$ cat config.mk
export PLATFORM = sky130hd
export DESIGN_NAME = dtrr_regs
export DESIGN_NICKNAME = d
export VERILOG_FILES = /design/src/dtrr_pkg.sv /design/src/dtrr_regs.sv /design/src/dtrr_sync.sv /design/src/dtrr_fmt.sv
export SDC_FILE = /design/constraint.sdc
export NUM_CORES = 1
export LEC_CHECK = 0
export ABC_AREA = 1
export BUFFER_PORTS_ARGS = -buffer_cell sky130_fd_sc_hd__buf_2
export CAP_MARGIN = 20
export CORE_AREA = 2 2 80 139
export DETAILED_ROUTE_END_ITERATION = 16
export DIE_AREA = 0 0 82 141
export PLACE_DENSITY_LB_ADDON = 0.3
export SKIP_CTS_REPAIR_TIMING = 1
export SLEW_MARGIN = 10
export SYNTH_ARGS = -nofsm -noshare
export SYNTH_HDL_FRONTEND = slang
export SYNTH_SLANG_ARGS = --single-unit
$ cat constraint.sdc
create_clock -name core_clk -period 3.1 [get_ports core_clk]
set_input_delay 0.62 -clock core_clk [delete_from_list [all_inputs] [get_ports core_clk]]
set_output_delay 0.62 -clock core_clk [all_outputs]
set_load 0.01 [all_outputs]
$ cat src/dtrr_pkg.sv
// Constants, register map and types shared by the temperature result register block
package dtrr_pkg;

  // Register offsets
  localparam logic [7:0] CONFIG_OFFSET      = 8'h03;
  localparam logic [7:0] FILTER_CTRL_OFFSET = 8'h06;
  localparam logic [7:0] MODE_CTRL_OFFSET   = 8'h07;
  localparam logic [7:0] MODEL_SEL_OFFSET   = 8'h30;
  localparam logic [7:0] MAKER_ID_OFFSET    = 8'hfe;
  localparam logic [7:0] DIE_REV_OFFSET     = 8'hff;
  // Index 0 local, 1 remote one, 2 remote two
  localparam logic [2:0][7:0] TEMP_HIGH_OFFSET = {8'h12, 8'h11, 8'h10};
  localparam logic [2:0][7:0] TEMP_LOW_OFFSET  = {8'h22, 8'h21, 8'h20};

  // Field positions
  localparam int CH1_MODE_LSB   = 0;
  localparam int CH2_MODE_LSB   = 4;
  localparam int CH1_MODEL_BIT  = 0;
  localparam int CH2_MODEL_BIT  = 2;
  localparam int CH1_FORMAT_BIT = 1;
  localparam int CH2_FORMAT_BIT = 2;
  localparam int CH1_FILTER_BIT = 0;
  localparam int CH2_FILTER_BIT = 2;

  // Values after reset
  localparam logic [2:0] CH1_MODE_RESET   = 3'h1;
  localparam logic [2:0] CH2_MODE_RESET   = 3'h0;
  localparam logic       CH1_MODEL_RESET  = 1'b1;
  localparam logic       CH2_MODEL_RESET  = 1'b0;
  localparam logic       FORMAT_RESET     = 1'b0;
  localparam logic       FILTER_RESET     = 1'b1;

  // Equation mode codes
  localparam logic [2:0] EQ_MODE_OFF     = 3'h0;
  localparam logic [2:0] EQ_MODE_ON      = 3'h1;
  localparam logic [2:0] EQ_MODE_ON_ALT  = 3'h7;

  // Remote result formatting
  localparam logic [15:0] LOW_MASK_FILTER_OFF = 16'hffe0;
  localparam logic [15:0] LOW_MASK_FILTER_ON  = 16'hfff8;
  localparam logic [15:0] ABSENT_UNSIGNED     = 16'hffe0;
  localparam logic [15:0] ABSENT_SIGNED       = 16'h8000;
  localparam logic [15:0] SIGNED_MAX_WORD     = 16'h7fff;
  localparam logic [15:0] SIGNED_MIN_WORD     = 16'h8000;
  localparam logic [15:0] UNSIGNED_MIN_WORD   = 16'h0000;
  localparam logic signed [16:0] RAW_SIGNED_MAX = 17'sh0_7fff;
  localparam logic signed [16:0] RAW_SIGNED_MIN = 17'sh1_8000;
  localparam logic [5:0] LOCAL_LOW_PAD        = 6'h00;

  // Serial byte framing
  localparam logic [3:0] BITS_PER_BYTE = 4'h8;
  localparam logic [3:0] LAST_BIT      = 4'h7;

  typedef enum logic [2:0] {
    BUS_IDLE,
    BUS_RX,
    BUS_ACK,
    BUS_TX,
    BUS_RACK
  } dtrr_bus_state_type;

endpackage

$ cat src/dtrr_regs.sv
// Two-wire serial register file with temperature results and low-byte lock
`timescale 1ns/1ps
module dtrr_regs #(
  parameter logic [6:0] SLAVE_ADDR    = 7'h2c,
  parameter logic [7:0] MAKER_CODE    = 8'h5a,  // Arbitrary value
  parameter logic [7:0] DIE_REV_CODE  = 8'h3c   // Arbitrary value
) (
  input  wire logic               core_clk,
  input  wire logic               sys_rst,
  input  wire logic               smb_clk,
  input  wire logic               smb_data_in,
  output logic                    smb_data_out,
  output logic                    smb_data_oe,
  input  wire logic signed  [9:0] local_temp,
  input  wire logic               local_update,
  input  wire logic signed [16:0] ch1_temp,
  input  wire logic               ch1_update,
  input  wire logic signed [16:0] ch2_temp,
  input  wire logic               ch2_update,
  input  wire logic               ch1_diode_absent,
  input  wire logic               ch2_diode_absent,
  output logic                    ch1_model_sel,
  output logic                    ch2_model_sel,
  output logic              [2:0] ch1_equation_mode_code,
  output logic              [2:0] ch2_equation_mode_code,
  output logic                    ch1_signed_format,
  output logic                    ch2_signed_format,
  output logic                    ch1_noise_filter_en,
  output logic                    ch2_noise_filter_en
);
  import dtrr_pkg::*;

  typedef struct packed {
    dtrr_bus_state_type bus;
    logic [7:0]         shift;
    logic [3:0]         bit_cnt;
    logic               got_addr;
    logic               got_cmd;
    logic               rd_mode;
    logic               more;
    logic [7:0]         pointer;
    logic               sda_oe;
    logic               sda_out;
    logic               scl_q;
    logic               sda_q;
    logic [2:0]         ch1_mode;
    logic [2:0]         ch2_mode;
    logic               ch1_model;
    logic               ch2_model;
    logic               ch1_fmt;
    logic               ch2_fmt;
    logic               ch1_filt;
    logic               ch2_filt;
    logic [2:0][7:0]    hi;
    logic [2:0][7:0]    lo;
    logic [2:0][7:0]    frz;
    logic [2:0]         lock;
  } dtrr_state_type;

  localparam dtrr_state_type STATE_RESET = '{
    bus:       BUS_IDLE,
    ch1_mode:  CH1_MODE_RESET,
    ch2_mode:  CH2_MODE_RESET,
    ch1_model: CH1_MODEL_RESET,
    ch2_model: CH2_MODEL_RESET,
    ch1_fmt:   FORMAT_RESET,
    ch2_fmt:   FORMAT_RESET,
    ch1_filt:  FILTER_RESET,
    ch2_filt:  FILTER_RESET,
    default:   '0
  };

  dtrr_state_type st;
  dtrr_state_type next_st;
  logic [1:0]     pins_sync;
  logic           scl_s;
  logic           sda_s;
  logic [15:0]    ch1_word;
  logic [15:0]    ch2_word;

  ////////////////////////////////////////////////////////////////////////////////
  // Pin synchroniser and remote formatters

  dtrr_sync u_sync (
    .core_clk (core_clk),
    .sys_rst  (sys_rst),
    .async_in ({smb_clk, smb_data_in}),
    .sync_out (pins_sync)
  );

  assign scl_s = pins_sync[1];
  assign sda_s = pins_sync[0];

  dtrr_fmt u_fmt_ch1 (
    .raw_temp      (ch1_temp),
    .signed_format (st.ch1_fmt),
    .filter_en     (st.ch1_filt),
    .diode_absent  (ch1_diode_absent),
    .result_word   (ch1_word)
  );

  dtrr_fmt u_fmt_ch2 (
    .raw_temp      (ch2_temp),
    .signed_format (st.ch2_fmt),
    .filter_en     (st.ch2_filt),
    .diode_absent  (ch2_diode_absent),
    .result_word   (ch2_word)
  );

  ////////////////////////////////////////////////////////////////////////////////
  // Register read decode; unmapped offsets read zero

  function automatic logic [7:0] read_value(input dtrr_state_type s, input logic [7:0] ptr);
    logic [7:0] v;
    v = 8'h00;
    case (ptr)
      CONFIG_OFFSET: begin
        v[CH1_FORMAT_BIT] = s.ch1_fmt;
        v[CH2_FORMAT_BIT] = s.ch2_fmt;
      end
      FILTER_CTRL_OFFSET: begin
        v[CH1_FILTER_BIT] = s.ch1_filt;
        v[CH2_FILTER_BIT] = s.ch2_filt;
      end
      MODE_CTRL_OFFSET: begin
        v[CH1_MODE_LSB +: 3] = s.ch1_mode;
        v[CH2_MODE_LSB +: 3] = s.ch2_mode;
      end
      MODEL_SEL_OFFSET: begin
        v[CH1_MODEL_BIT] = s.ch1_model;
        v[CH2_MODEL_BIT] = s.ch2_model;
      end
      MAKER_ID_OFFSET: v = MAKER_CODE;
      DIE_REV_OFFSET:  v = DIE_REV_CODE;
      default: begin
        for (int i = 0; i < 3; i++) begin
          if (ptr == TEMP_HIGH_OFFSET[i]) begin
            v = s.hi[i];
          end
          if (ptr == TEMP_LOW_OFFSET[i]) begin
            v = s.lock[i] ? s.frz[i] : s.lo[i];
          end
        end
      end
    endcase
    return v;
  endfunction

  ////////////////////////////////////////////////////////////////////////////////
  // Next-state logic

  always_comb begin
    logic sclr;
    logic sclf;
    logic bus_start;
    logic bus_stop;
    logic do_load;
    logic do_write;
    sclr      = scl_s & ~st.scl_q;
    sclf      = ~scl_s & st.scl_q;
    bus_start = scl_s & st.scl_q & st.sda_q & ~sda_s;
    bus_stop  = scl_s & st.scl_q & ~st.sda_q & sda_s;
    do_load   = 1'b0;
    do_write  = 1'b0;
    next_st       = st;
    next_st.scl_q = scl_s;
    next_st.sda_q = sda_s;

    // Conversion results land in the live copies; a frozen low byte is separate
    if (local_update) begin
      next_st.hi[0] = local_temp[9:2];
      next_st.lo[0] = {local_temp[1:0], LOCAL_LOW_PAD};
    end
    if (ch1_update) begin
      next_st.hi[1] = ch1_word[15:8];
      next_st.lo[1] = ch1_word[7:0];
    end
    if (ch2_update) begin
      next_st.hi[2] = ch2_word[15:8];
      next_st.lo[2] = ch2_word[7:0];
    end

    if (bus_start) begin
      // Repeated start keeps the command byte for a read-byte transfer
      next_st.bus      = BUS_RX;
      next_st.bit_cnt  = 4'h0;
      next_st.got_addr = 1'b0;
      next_st.sda_oe   = 1'b0;
    end else if (bus_stop) begin
      next_st.bus      = BUS_IDLE;
      next_st.sda_oe   = 1'b0;
      next_st.got_addr = 1'b0;
      next_st.got_cmd  = 1'b0;
    end else begin
      unique case (st.bus)
        BUS_IDLE: begin
        end
        BUS_RX: begin
          if (sclr && st.bit_cnt != BITS_PER_BYTE) begin
            next_st.shift   = {st.shift[6:0], sda_s};
            next_st.bit_cnt = st.bit_cnt + 4'h1;
          end else if (sclf && st.bit_cnt == BITS_PER_BYTE) begin
            if (!st.got_addr) begin
              if (st.shift[7:1] == SLAVE_ADDR) begin
                next_st.got_addr = 1'b1;
                next_st.rd_mode  = st.shift[0];
                next_st.sda_oe   = 1'b1;
                next_st.bus      = BUS_ACK;
              end else begin
                next_st.bus = BUS_IDLE;
              end
            end else begin
              if (!st.got_cmd) begin
                next_st.pointer = st.shift;
                next_st.got_cmd = 1'b1;
              end else begin
                do_write = 1'b1;
              end
              next_st.sda_oe = 1'b1;
              next_st.bus    = BUS_ACK;
            end
          end
        end
        BUS_ACK: begin
          if (sclf) begin
            next_st.sda_oe  = 1'b0;
            next_st.bit_cnt = 4'h0;
            if (st.rd_mode) begin
              do_load     = 1'b1;
              next_st.bus = BUS_TX;
            end else begin
              next_st.bus = BUS_RX;
            end
          end
        end
        BUS_TX: begin
          if (sclf) begin
            if (st.bit_cnt == LAST_BIT) begin
              next_st.sda_oe = 1'b0;
              next_st.bus    = BUS_RACK;
            end else begin
              next_st.shift   = {st.shift[6:0], 1'b0};
              next_st.sda_oe  = ~st.shift[6];
              next_st.bit_cnt = st.bit_cnt + 4'h1;
            end
          end
        end
        BUS_RACK: begin
          if (sclr) begin
            next_st.more = ~sda_s;
          end else if (sclf) begin
            next_st.bit_cnt = 4'h0;
            if (st.more) begin
              do_load     = 1'b1;
              next_st.bus = BUS_TX;
            end else begin
              next_st.bus = BUS_IDLE;
            end
          end
        end
      endcase
    end

    // A byte is read when it is loaded for sending; that moment drives the lock
    if (do_load) begin
      next_st.shift  = read_value(st, st.pointer);
      next_st.sda_oe = ~next_st.shift[7];
      for (int i = 0; i < 3; i++) begin
        if (st.pointer == TEMP_HIGH_OFFSET[i]) begin
          // Pre-update value, matching the high byte just sent
          next_st.frz[i]  = st.lo[i];
          next_st.lock[i] = 1'b1;
        end
        if (st.pointer == TEMP_LOW_OFFSET[i]) begin
          next_st.lock[i] = 1'b0;
        end
      end
    end

    // Only writable registers decode; the rest drop the write
    if (do_write) begin
      case (st.pointer)
        CONFIG_OFFSET: begin
          next_st.ch1_fmt = st.shift[CH1_FORMAT_BIT];
          next_st.ch2_fmt = st.shift[CH2_FORMAT_BIT];
        end
        FILTER_CTRL_OFFSET: begin
          next_st.ch1_filt = st.shift[CH1_FILTER_BIT];
          next_st.ch2_filt = st.shift[CH2_FILTER_BIT];
        end
        MODE_CTRL_OFFSET: begin
          // Codes are stored as written; illegal ones are the host's concern
          next_st.ch1_mode = st.shift[CH1_MODE_LSB +: 3];
          next_st.ch2_mode = st.shift[CH2_MODE_LSB +: 3];
        end
        MODEL_SEL_OFFSET: begin
          next_st.ch1_model = st.shift[CH1_MODEL_BIT];
          next_st.ch2_model = st.shift[CH2_MODEL_BIT];
        end
        default: begin
        end
      endcase
    end
    next_st.sda_out = 1'b0;
  end

  ////////////////////////////////////////////////////////////////////////////////
  // State register and outputs

  always_ff @(posedge core_clk or posedge sys_rst) begin
    if (sys_rst) begin
      st <= STATE_RESET;
    end else begin
      st <= next_st;
    end
  end

  assign smb_data_out           = st.sda_out;
  assign smb_data_oe            = st.sda_oe;
  assign ch1_model_sel          = st.ch1_model;
  assign ch2_model_sel          = st.ch2_model;
  assign ch1_equation_mode_code = st.ch1_mode;
  assign ch2_equation_mode_code = st.ch2_mode;
  assign ch1_signed_format      = st.ch1_fmt;
  assign ch2_signed_format      = st.ch2_fmt;
  assign ch1_noise_filter_en    = st.ch1_filt;
  assign ch2_noise_filter_en    = st.ch2_filt;
endmodule

$ cat src/dtrr_sync.sv
// Two-stage synchroniser for pin inputs
`timescale 1ns/1ps
module dtrr_sync (
  input  wire logic       core_clk,
  input  wire logic       sys_rst,
  input  wire logic [1:0] async_in,
  output logic      [1:0] sync_out
);
  import dtrr_pkg::*;

  logic [1:0] stage1;

  always_ff @(posedge core_clk or posedge sys_rst) begin
    if (sys_rst) begin
      stage1   <= 2'h0;
      sync_out <= 2'h0;
    end else begin
      stage1   <= async_in;
      sync_out <= stage1;
    end
  end
endmodule

$ cat src/dtrr_fmt.sv
// Remote result formatter: range clamp, resolution mask and missing-diode code
`timescale 1ns/1ps
module dtrr_fmt (
  input  wire logic signed [16:0] raw_temp,
  input  wire logic               signed_format,
  input  wire logic               filter_en,
  input  wire logic               diode_absent,
  output logic             [15:0] result_word
);
  import dtrr_pkg::*;

  always_comb begin
    logic [15:0] clamped;
    clamped = raw_temp[15:0];
    if (signed_format) begin
      if (raw_temp < RAW_SIGNED_MIN) begin
        clamped = SIGNED_MIN_WORD;
      end else if (raw_temp > RAW_SIGNED_MAX) begin
        clamped = SIGNED_MAX_WORD;
      end
    end else if (raw_temp < 17'sh0_0000) begin
      clamped = UNSIGNED_MIN_WORD;
    end
    // Filter widens the fraction from three to five bits
    result_word = clamped & (filter_en ? LOW_MASK_FILTER_ON : LOW_MASK_FILTER_OFF);
    if (diode_absent) begin
      result_word = signed_format ? ABSENT_SIGNED : ABSENT_UNSIGNED;
    end
  end
endmodule

==> results.md <==
- Status: finished, final reports clean
- Ys async rst share: 100%
- P&R area growth vs syn: 13.0%
- Ys Warns: 0
- Final instance area: 6090 um^2
- Critical Path RT: 3.33 ns
- Die area: 11600 um^2
- IO Port Bufs: 59
- Highest clock rate: 0.487 GHz
- CTS Root Cell: clkbuf_16
- Global-route wire length before repair: 22.3 mm
- Arr. time, crit path: 2.28 ns
- Clock Tree Buf Depth: 2
- Avg WL per Cell: 14.8 um
- CTS tree: built
- Fin. Hold Viols: 0
- Worst-path fanout max: 16
- Hold Crit Class: reg2reg
- Layout Utilization: 58.0%
- Final worst path period share: 66.2%
- Reg clk slew, reported paths: 0.06 ns
- Via Count: 4875
- Maximum VDD drop: 0.000317 V
- Dpl cell area: 5740 um^2
- Num rows: 50
- I/O pins: 67
- Post-Route WL: 13.4 mm
- Cell Pwr Density: 544 nW/um^2
- Setup TNS: 0 ns
- Mapped Cells: 723
- CP max stage delay: 0.42 ns
- Syn Nets: 778
- Post-synth cell types: 43
- Crit-path cells: inv_1 > nand2_2 > inv_1 > nand4_1 > nand2_1 > buf_4 > inv_2 > nand2_4 > nand2_2 > a21oi_1 > a21oi_1
- Most frequent cells in the layout: nand2_1, dfrtp_1, inv_1, o21ai_0, nor2_1
- Final count of pins violating max slew: 0
- Mapped cell area: 5400 um^2
- Largest net degree at the start of global routing: 98
- Worst path buffer plus inverter count: 4
- Ys flop type: dfrtp_1
- Post-synth EDFFs: 0
- Core area: 10500 um^2
- Final Setup Violations: 0
- Fraction of layout cells with a size suffix above 1: 16.0%
- FF-to-FF setup slack: 1.05 ns
- Min Tclk post-route: 2.05 ns
- Tightest Pin Transition: 0.787 ns
- Iteration count of the initial detailed-routing pass: 4
- Crit path capture type: flop
- # DRC: 0
- Pleak: 0.00304 uW
- GR Util All Layers: 25.2%
- Synthesized area per cell: 7.46 um^2
- # diodes: 0
- CP delay by family, top: buffers and inverters
- Kind of critical path: reg2reg
- Total CTS buffers: 9
- Initial Utilization: 51.3%
- Worst skew pair latency: 0.35 ns
- FF+latch count, synth: 97
- Iter 0 DRT Violations: 344
- Startpoint types: flop
- Unrepaired setup endpoints after global routing: false
- Commonest non-fill, non-tap cell in the layout: nand2_1
- Max-Slew Margin vs Limit: 47.1%
- Sequential-to-total area share from yosys stat: 45.1%
- Die span in y: 141 um
- Post-DRT Antenna Nets: 0
- Routed vias/inst: 5.38
- H-tree depth: 3
- GP Congestion: 0.907
- Vias in the first global route: 4909
- Sink Count: 97
- Post-DP HPWL: 10.3 mm
- Remaining Overflow, GRT: 0
- Initial antenna violation count: 0
- Die W: 82 um
- Max-cap violations: 0
- NumNets Final: 826
- CP max stage cell: dfrtp_1
- Clk_skew: 0.00742 ns
per-stage QoR:
step | cells | worst slack [ns] | total power (uW) | hold slack, ns
after floorplan | 723 | 1.34 | 1860 | 0.331
after global placement | 890 | 1.17 | 2010 | 0.339
after detailed placement | 890 | 1.09 | 2040 | 0.341
after CTS | 906 | 1.08 | 3340 | 0.356
after global routing | 906 | 0.875 | 3470 | 0.367
final | 906 | 1.05 | 3310 | 0.352
synth_stat cells (all sizes together), types with 3 or more instances:
cell,number,area [um^2]
a21oi,36,184
a22oi,6,45.0
buf,15,108
clkbuf,9,33.8
dfrtp,93,2330
dfstp,4,105
inv,92,345
mux2,4,45.0
nand2,201,782
nand3,49,255
nand4,5,37.5
nor2,70,298
nor3,12,82.6
o211ai,7,52.6
o21ai,100,527
o22ai,3,18.8
sequential cells by signal, indices dropped and copies added (netlist names):
name and count:
ch1_equation_mode_code 3, st 80, ch1_model_sel 1, u_sync.stage1 2, ch1_noise_filter_en 1, ch1_signed_format 1, smb_data_oe 1, ch2_signed_format 1
ch2_noise_filter_en 1, ch2_equation_mode_code 3, u_sync.sync_out 2, ch2_model_sel 1
metal layers:
layer | vias to the layer above | routed length, um | global-route usage [%]
li1 | 2440 | - | -
met1 | 2254 | 4940 | 27.3
met2 | 135 | 7290 | 44.9
met3 | 46 | 505 | 3.84
met4 | 0 | 680 | 14.1
met5 | - | 0 | 0
cell type report:
| type | count | area [um^2] |
|---|---|---|
| clock inverters | 6 | 113 |
| well taps | 130 | 163 |
| multi-input cells | 510 | 2480 |
| flip-flops and latches | 97 | 2430 |
| repair buffers | 61 | 323 |
| clock buffers | 10 | 239 |
| inverters | 92 | 349 |
| fillers | 982 | 4420 |
report_power, final:
part / total [uW] / switching (uW) / internal [uW]
combinational: 524 / 346 / 178
clock: 1300 / 482 / 813
sequential: 1490 / 106 / 1390
total: 3310 / 934 / 2380
logic make-up after synthesis:
| family | share of synthesized area, % |
|---|---|
| and+or+nand+nor | 27.2 |
| DFF | 45.1 |
| adders and majority gates | 0.464 |
| AOI/OAI and AO/OA | 17.0 |
| buffers and inverters | 9.02 |
| xor gates and xnor gates | 0.162 |
| other | 0.0695 |
| muxes | 1.02 |
worst register-to-register path, delay by kind of cell, from the launching register on:
kind / cells / cell delay (ns)
flops: 1 / 0.42
buf+inv: 4 / 0.68
compound gates: 2 / 0.26
simple gates: 5 / 0.58
worst paths after layout:
path                                              start                         endpoint  depth (start not counted)
setup / recovery           u_sync.sync_out[1]$_DFF_PP0_              st[114]$_DFFE_PP0P_                         11
hold / removal               u_sync.stage1[1]$_DFF_PP0_     u_sync.sync_out[1]$_DFF_PP0_                          0
setup reg to reg           u_sync.sync_out[1]$_DFF_PP0_              st[114]$_DFFE_PP0P_                         11
hold reg to reg              u_sync.stage1[1]$_DFF_PP0_     u_sync.sync_out[1]$_DFF_PP0_                          0
max in group asynchronous                       sys_rst  ch1_noise_filter_en$_DFFE_PP1P_                          3
min in group asynchronous                       sys_rst       u_sync.stage1[1]$_DFF_PP0_                          3
No activity file was read; power rests on OpenSTA's default activity.
